--- src/inc/qbri_regs.svh ---
// Register indices, field positions, reset values and constants of the burst read query block.
`ifndef QBRI_REGS_SVH
`define QBRI_REGS_SVH

// Query table indices; the byte address on the bus is four times the index.
`define QBRI_IDX_BASE       10'h10A
`define QBRI_IDX_PAGE       10'h127
`define QBRI_IDX_COUNT      10'h128
`define QBRI_IDX_OPT1       10'h129
`define QBRI_IDX_OPT2       10'h12A
`define QBRI_IDX_OPT3       10'h12B
`define QBRI_IDX_OPT4       10'h12C
`define QBRI_IDX_PART       10'h12D

// Read configuration and burst status words, placed after the query table.
`define QBRI_IDX_CTRL       10'h140
`define QBRI_IDX_STAT       10'h141

// Constant query contents.
`define QBRI_VAL_PAGE       8'h03
`define QBRI_VAL_COUNT      8'h04
`define QBRI_VAL_OPT1       8'h01
`define QBRI_VAL_OPT2       8'h02
`define QBRI_VAL_OPT3       8'h03
`define QBRI_VAL_OPT4       8'h07
`define QBRI_VAL_PART       8'h00

// Field positions and widths.
`define QBRI_CODE_W         3
`define QBRI_STAT_CONT_BIT  3
`define QBRI_STAT_OK_BIT    4
`define QBRI_STAT_LEN_LSB   8

// Reset value of the burst length code and the code for unbounded linear bursts.
`define QBRI_CTRL_RST       3'h7
`define QBRI_CODE_CONT      3'h7

`endif

--- src/inc/qbri_pkg.sv ---
// Types shared by the burst read query block.
package qbri_pkg;
  typedef logic [11:0] qbri_addr_t;
  typedef logic [31:0] qbri_data_t;
  typedef logic [9:0]  qbri_idx_t;
  typedef logic [7:0]  qbri_byte_t;
  typedef logic [2:0]  qbri_code_t;
endpackage

--- src/logic/qbri_query_rom.sv ---
// Constant byte-wide query table entries for the burst read section.
`timescale 1ns/1ps
`include "qbri_regs.svh"

module qbri_query_rom (
  input  wire qbri_pkg::qbri_idx_t  idx,
  input  wire qbri_pkg::qbri_byte_t part_regions,
  output logic                      hit,
  output qbri_pkg::qbri_byte_t      entry
);
  import qbri_pkg::*;

  // Hit flag in bit 8, entry byte below; unlisted indices miss and read zero.
  function automatic logic [8:0] qbri_lookup(input qbri_idx_t i, input qbri_byte_t part);
    case (i)
      `QBRI_IDX_PAGE:  qbri_lookup = {1'b1, `QBRI_VAL_PAGE};
      `QBRI_IDX_COUNT: qbri_lookup = {1'b1, `QBRI_VAL_COUNT};
      `QBRI_IDX_OPT1:  qbri_lookup = {1'b1, `QBRI_VAL_OPT1};
      `QBRI_IDX_OPT2:  qbri_lookup = {1'b1, `QBRI_VAL_OPT2};
      `QBRI_IDX_OPT3:  qbri_lookup = {1'b1, `QBRI_VAL_OPT3};
      `QBRI_IDX_OPT4:  qbri_lookup = {1'b1, `QBRI_VAL_OPT4};
      `QBRI_IDX_PART:  qbri_lookup = {1'b1, part};
      default:         qbri_lookup = 9'h000;
    endcase
  endfunction

  // Split the lookup into the hit flag and the entry byte.
  wire [8:0] look = qbri_lookup(idx, part_regions);
  assign hit   = look[8];
  assign entry = look[7:0];
endmodule

--- src/logic/qbri_burst_decode.sv ---
// Decoder from a three-bit burst code to its length in words and its support status.
`timescale 1ns/1ps
`include "qbri_regs.svh"

module qbri_burst_decode (
  input  wire qbri_pkg::qbri_code_t code,
  output qbri_pkg::qbri_byte_t      len_words,
  output logic                      continuous,
  output logic                      supported
);
  import qbri_pkg::*;

  localparam qbri_byte_t OPTS [4] = '{`QBRI_VAL_OPT1, `QBRI_VAL_OPT2, `QBRI_VAL_OPT3, `QBRI_VAL_OPT4};

  // One comparator per advertised option; a code is supported when any matches.
  wire [3:0] match;
  genvar g;
  generate
    for (g = 0; g < 4; g++) begin : g_opt
      assign match[g] = (code == OPTS[g][2:0]);
    end
  endgenerate

  // Code n gives 2^(n+1) words; the unbounded code reports zero length instead.
  assign continuous = (code == `QBRI_CODE_CONT);
  assign len_words  = continuous ? 8'h00 : 8'(8'h02 << code);
  assign supported  = |match;
endmodule

--- src/logic/qbri_query_top.sv ---
// APB slave that serves the burst read query table and a burst length configuration word.
//
// Design decision made here: the APB slave port.
`timescale 1ns/1ps
`include "qbri_regs.svh"

module qbri_query_top #(
  parameter logic [7:0] PART_REGIONS = `QBRI_VAL_PART
) (
  input  wire logic             pclk,
  input  wire logic             presetn,
  input  wire logic             psel,
  input  wire logic             penable,
  input  wire logic             pwrite,
  input  wire qbri_pkg::qbri_addr_t paddr,
  input  wire qbri_pkg::qbri_data_t pwdata,
  input  wire logic [3:0]       pstrb,
  output qbri_pkg::qbri_data_t  prdata,
  output logic                  pready,
  output logic                  pslverr,
  output qbri_pkg::qbri_code_t  burst_code,
  output qbri_pkg::qbri_byte_t  burst_len_words,
  output logic                  burst_continuous,
  output logic                  burst_code_ok
);
  import qbri_pkg::*;

  // Phase decode of the APB transfer.
  wire       setup  = psel & ~penable;
  wire       access = psel & penable;
  wire       rd_acc = access & ~pwrite;

  // Address decode; only word-aligned addresses hit anything.
  qbri_idx_t idx;
  wire       aligned;
  assign idx     = paddr[11:2];
  assign aligned = (paddr[1:0] == 2'h0);

  // Constant query table lookup.
  logic       rom_hit;
  qbri_byte_t rom_byte;
  qbri_query_rom u_rom (
    .idx          (idx),
    .part_regions (PART_REGIONS),
    .hit          (rom_hit),
    .entry        (rom_byte)
  );

  // Slot selects for the table and the two own words.
  wire q_sel    = aligned & rom_hit;
  wire ctrl_sel = aligned & (idx == `QBRI_IDX_CTRL);
  wire stat_sel = aligned & (idx == `QBRI_IDX_STAT);
  wire map_hit  = q_sel | ctrl_sel | stat_sel;

  // Writes into read-only slots are refused with an error and store nothing.
  wire ro_write = pwrite & (q_sel | stat_sel);
  wire err_next = ~map_hit | ro_write;

  // Burst length configuration, written by software and steering the decoder.
  qbri_code_t ctrl_reg;
  qbri_code_t ctrl_next;
  wire        ctrl_wr = access & pwrite & ctrl_sel & pstrb[0];
  assign ctrl_next = ctrl_wr ? pwdata[2:0] : ctrl_reg;

  // Decoder of the configured code.
  qbri_byte_t dec_len;
  logic       dec_cont;
  logic       dec_ok;
  qbri_burst_decode u_dec (
    .code       (ctrl_reg),
    .len_words  (dec_len),
    .continuous (dec_cont),
    .supported  (dec_ok)
  );

  // Registered burst state shown on the outputs and in the status word.
  qbri_code_t code_reg;
  qbri_byte_t len_reg;
  logic       cont_reg;
  logic       ok_reg;

  // Status word: code, continuous flag, supported flag and length in words.
  qbri_data_t stat_word;
  assign stat_word = {16'h0000, len_reg, 3'h0, ok_reg, cont_reg, code_reg};

  // Read data selection; the table byte sits in the low lane with zeros above.
  qbri_data_t rdata_sel;
  qbri_data_t rdata_next;
  assign rdata_sel  = q_sel    ? {24'h000000, rom_byte} :
                      ctrl_sel ? {29'h00000000, ctrl_reg} :
                      stat_sel ? stat_word : 32'h00000000;
  assign rdata_next = (~pwrite & map_hit) ? rdata_sel : 32'h00000000;

  // Answer registers, loaded in the setup phase so data comes from flip-flops.
  qbri_data_t prdata_reg;
  logic       slverr_reg;
  always_ff @(posedge pclk or negedge presetn) begin
    if (!presetn) begin
      prdata_reg <= 32'h00000000;
      slverr_reg <= 1'b0;
    end else if (setup) begin
      prdata_reg <= rdata_next;
      slverr_reg <= err_next;
    end
  end

  // Configuration register; only a write to its own word can change it.
  always_ff @(posedge pclk or negedge presetn) begin
    if (!presetn) begin
      ctrl_reg <= `QBRI_CTRL_RST;
    end else begin
      ctrl_reg <= ctrl_next;
    end
  end

  // Decoded burst state, one cycle behind the configuration to keep outputs clean.
  always_ff @(posedge pclk or negedge presetn) begin
    if (!presetn) begin
      code_reg <= `QBRI_CTRL_RST;
      len_reg  <= 8'h00;
      cont_reg <= 1'b1;
      ok_reg   <= 1'b1;
    end else begin
      code_reg <= ctrl_reg;
      len_reg  <= dec_len;
      cont_reg <= dec_cont;
      ok_reg   <= dec_ok;
    end
  end

  // The slave never waits: every access phase completes at its first edge.
  // This costs nothing because all answers are prepared during setup.
  assign pready           = 1'b1;
  assign prdata           = prdata_reg;
  assign pslverr          = slverr_reg & access;
  assign burst_code       = code_reg;
  assign burst_len_words  = len_reg;
  assign burst_continuous = cont_reg;
  assign burst_code_ok    = ok_reg;

  // Helper for the configuration load check, so that the sampled-value
  // function only ever looks at a plain signal and never at a part-select.
  qbri_code_t wr_code;
  assign wr_code = pwdata[2:0];
endmodule

--- config.mk ---
export PLATFORM = sky130hd
export DESIGN_NAME = qbri_query_top
export DESIGN_NICKNAME = d
export VERILOG_FILES = /design/src/inc/qbri_pkg.sv /design/src/logic/qbri_query_rom.sv /design/src/logic/qbri_burst_decode.sv /design/src/logic/qbri_query_top.sv
export VERILOG_INCLUDE_DIRS = /design/src /design/src/inc
export SDC_FILE = /design/constraint.sdc
export NUM_CORES = 1
export LEC_CHECK = 0
export BUFFER_PORTS_ARGS = -buffer_cell sky130_fd_sc_hd__buf_2
export CAP_MARGIN = 40
export CORE_MARGIN = 5
export CORE_UTILIZATION = 36
export CTS_CLUSTER_SIZE = 25
export DETAILED_ROUTE_END_ITERATION = 8
export PLACE_DENSITY = 0.86
export SKIP_CTS_REPAIR_TIMING = 1
export SLEW_MARGIN = 20
export SYNTH_ARGS = -nofsm -noshare
export SYNTH_HDL_FRONTEND = slang
export SYNTH_SLANG_ARGS = --single-unit
export TNS_END_PERCENT = 1
--- constraint.sdc ---
create_clock -name pclk -period 1.1 [get_ports pclk]
set_clock_uncertainty 0.05 [all_clocks]
set_input_delay 0.055 -clock pclk [delete_from_list [all_inputs] [get_ports pclk]]
set_output_delay 0.055 -clock pclk [all_outputs]
set_load 0.005 [all_outputs]
==> impl_metrics.toml <==
[routing]
drtIter0Drc = 79
routed_wl_um = 3050
ant_nets = 0
wl_per_cell_um = 12.8
via_per_inst = 4.51
vias = 1070
drt_first_pass_iters = 4
drc = 0

[power_and_ir_drop]
p_sw_mw = 0.389
p_leak_nw = 0.999
fin_total_pwr_mw = 1.99
p_int_mw = 1.60
seq_power_share_pct = 51.8
power_density_nw_per_um2 = 1060
ir_worst_vdd_mv = 0.481
p_clk_share_pct = 39.2
comb_power_share_pct = 9.0
p_sw_share_pct = 19.5

[synth]
synth_common_cells = "22 x buf_4, 20 x dfrtp_1, 11 x a22o_1"
synth_fa_ha_area_share_pct = 0.724
seq_area_frac_synth_pct = 51.4
async_flop_share_pct = 100
synth_compound_area_share_pct = 10.9
synth_top_cell_by_area = "dfrtp_1"
synth.most_common_cell = "buf_4"
synthFlopType = "dfrtp_1"
synthCells = 120
syn_area_per_cell_um2 = 11.5
yosysTopAreaCellShare_pct = 36.2
yosys_warnings = 0
synth_edf_count = 0
synthTopCellsByArea = "dfrtp_1 36%, dfstp_2 15%, buf_4 12%"
synthesis.area_um2 = 1380
synth_xor_area_share_pct = 0
synthMuxAreaShare_pct = 5.52
ys_ff_latch = 28
synth_simple_gate_area_share_pct = 17.0
ys_types = 35
synth_top_family_by_area = "simple AND/OR/NAND/NOR gates"

[sta]
fin_crit_sh_pct = 131
hold_viol_final = 0
clock.fmax_mhz = 693
min_period_ns = 1.44
rsz0062_at_grt = "true"
slew_viol_final = 0
setup_viol = 15
worst_pin_slew_ns = 0.578
fin_ws_ns = -0.343
slew_headroom_pct = 61.4
hold_ws_ns = 0.0705

[worst_hold_path]
worstHoldEndpoint = "prdata[1]"
hold_path_class = "in -> reg"
worstHoldStart = "pwrite"
hold_depth = 3

[clock_network]
clock_latency_ns = 0.27
cts.htree.levels = 1
cts_buffers = 3
cts_buffer_depth = 2
clk_pin_slew_worst_paths_ns = 0.09
tritoncts = "built"
cts_root_buffer = "clkbuf_8"
cts.sinks = 28

[setup_path]
ff2ff_path_depth = 3
crit_path_max_fanout = 3
rr_endpoint = "prdata[0]"
r2r_setup_slack_ns = -0.02
crit-reg2reg-launch = "ctrl_reg[0]"
crit_type = "in -> reg"
required_ns = 1.25
crit_arrival_ns = 1.60
end_kind = "flip-flop"
setup.worst_path.start_class = "input port"

[cells_and_area]
fin_util_pct = 51.0
fillers = 330
final_area_um2 = 1880
synthToLayoutAreaGrowth_pct = 36.0
drive_gt1_share_pct = 49.2
insertedDiodeCount = 0
largest_reg_flops = 12
fin_nets = 243

[placed_design]
dp_worst_setup_slack_ns = -0.640
portBuffers = 45
dpl_cell_area_um2 = 1720
place_hpwl_um = 2280
gp_congestion = 0.817

[die]
die_w_um = 72.0
ios = 100
start_util_pct = 37.5
num_rows = 22
die_y_um = 72.0
core_area_um2 = 3690
die_area_um2 = 5180

[status]
violations = "setup timing"
status = "complete, but fails checks"

[grt]
grt-ovfl-total = 0
grt_pass1_vias = 1038
grt_pass1_wl_um = 4870
grt_max_degree = 29
antenna_found_initial = 0
grt_util_all_layers_pct = 11.7

[flow_run]
cap_violations = 0
==> power groups by stage <==
| stage | Combinational, mW | Sequential, mW | Clock, mW |
|---|---|---|---|
| 3_3_place_gp | 0.158 | 1.05 | 0 |
| 6_report | 0.179 | 1.03 | 0.780 |
| 2_1_floorplan | 0.119 | 1.05 | 0 |
| 3_5_place_dp | 0.162 | 1.05 | 0 |
| 5_1_grt | 0.202 | 1.03 | 0.844 |
| 4_1_cts | 0.163 | 1.03 | 0.792 |
==> layout by cell type, fill, tap and decap left out, types with 2 or more instances in the layout <==
master | Yosys | routed
buf_2 | 1 | 44
conb_1 | 2 | 22
buf_4 | 22 | 22
dfrtp_1 | 20 | 20
a22o_1 | 11 | 11
dfstp_2 | 8 | 8
nand2_1 | 5 | 5
and3_1 | 4 | 4
nand2b_1 | 4 | 4
dlygate4sd3_1 | 0 | 4
nor2_1 | 3 | 3
mux2_4 | 3 | 3
clkbuf_8 | 0 | 3
nor3_1 | 2 | 2
nor3b_1 | 3 | 2
nor2b_1 | 2 | 2
a211oi_1 | 2 | 2
nand3_1 | 2 | 2
mux2i_1 | 2 | 2
o22ai_1 | 2 | 2
a21oi_1 | 2 | 2
buf_6 | 0 | 2
==> worst max-delay path by stage <==
stage	start	end	slack, ns	cells after the start
2_1_floorplan	paddr[1]	ctrl_reg[0]	-0.50	4
3_3_place_gp	paddr[1]	ctrl_reg[1]	-0.63	5
3_5_place_dp	paddr[1]	ctrl_reg[1]	-0.64	5
4_1_cts	paddr[1]	ctrl_reg[1]	-0.35	5
5_1_grt	paddr[1]	prdata[11]	-0.36	8
6_report	paddr[1]	ctrl_reg[1]	-0.34	5
==> critical path: stages <==
cell	delay, ns
buf_6	0.09
or4_4	0.52
or2_1	0.25
or3_4	0.38
mux2_4	0.31
==> cell families (layout without fill, tap and decap cells) <==
logic type      after synthesis  in the layout
compound gates               19             19
flops                        28             28
fa+ha+maj                     1              1
other cells                   2             22
buf+inv                      29             78
mux                           6              6
simple gates                 35             35
==> metrics by stage <==
stage,cells,TNS (ns)
floorplan,140,-5.25
global placement,226,-8.06
detailed placement,226,-8.43
CTS,230,-4.13
global route,237,-4.63
finish,237,-3.95
==> layout make-up <==
class | instances | area [um2] | area share (%)
clock buffers | 3 | 41.3 | 2.20
repair buffers | 73 | 468 | 24.9
inverters | 1 | 3.75 | 0.200
clock inverters | 1 | 30.0 | 1.60
flip-flops and latches | 28 | 711 | 37.8
well taps | 48 | 60.1 | 3.19
multi-input cells | 83 | 567 | 30.1
==> metal layers <==
layer	GRT usage (%)	up-vias	part of all wire [%]
li1	-	521	-
met1	14.8	496	40
met2	19.7	49	50
met3	2.22	4	9.0
met4	4.80	0	1.1
met5	0	-	0
Note: power is estimated with default switching activity, not from simulation.
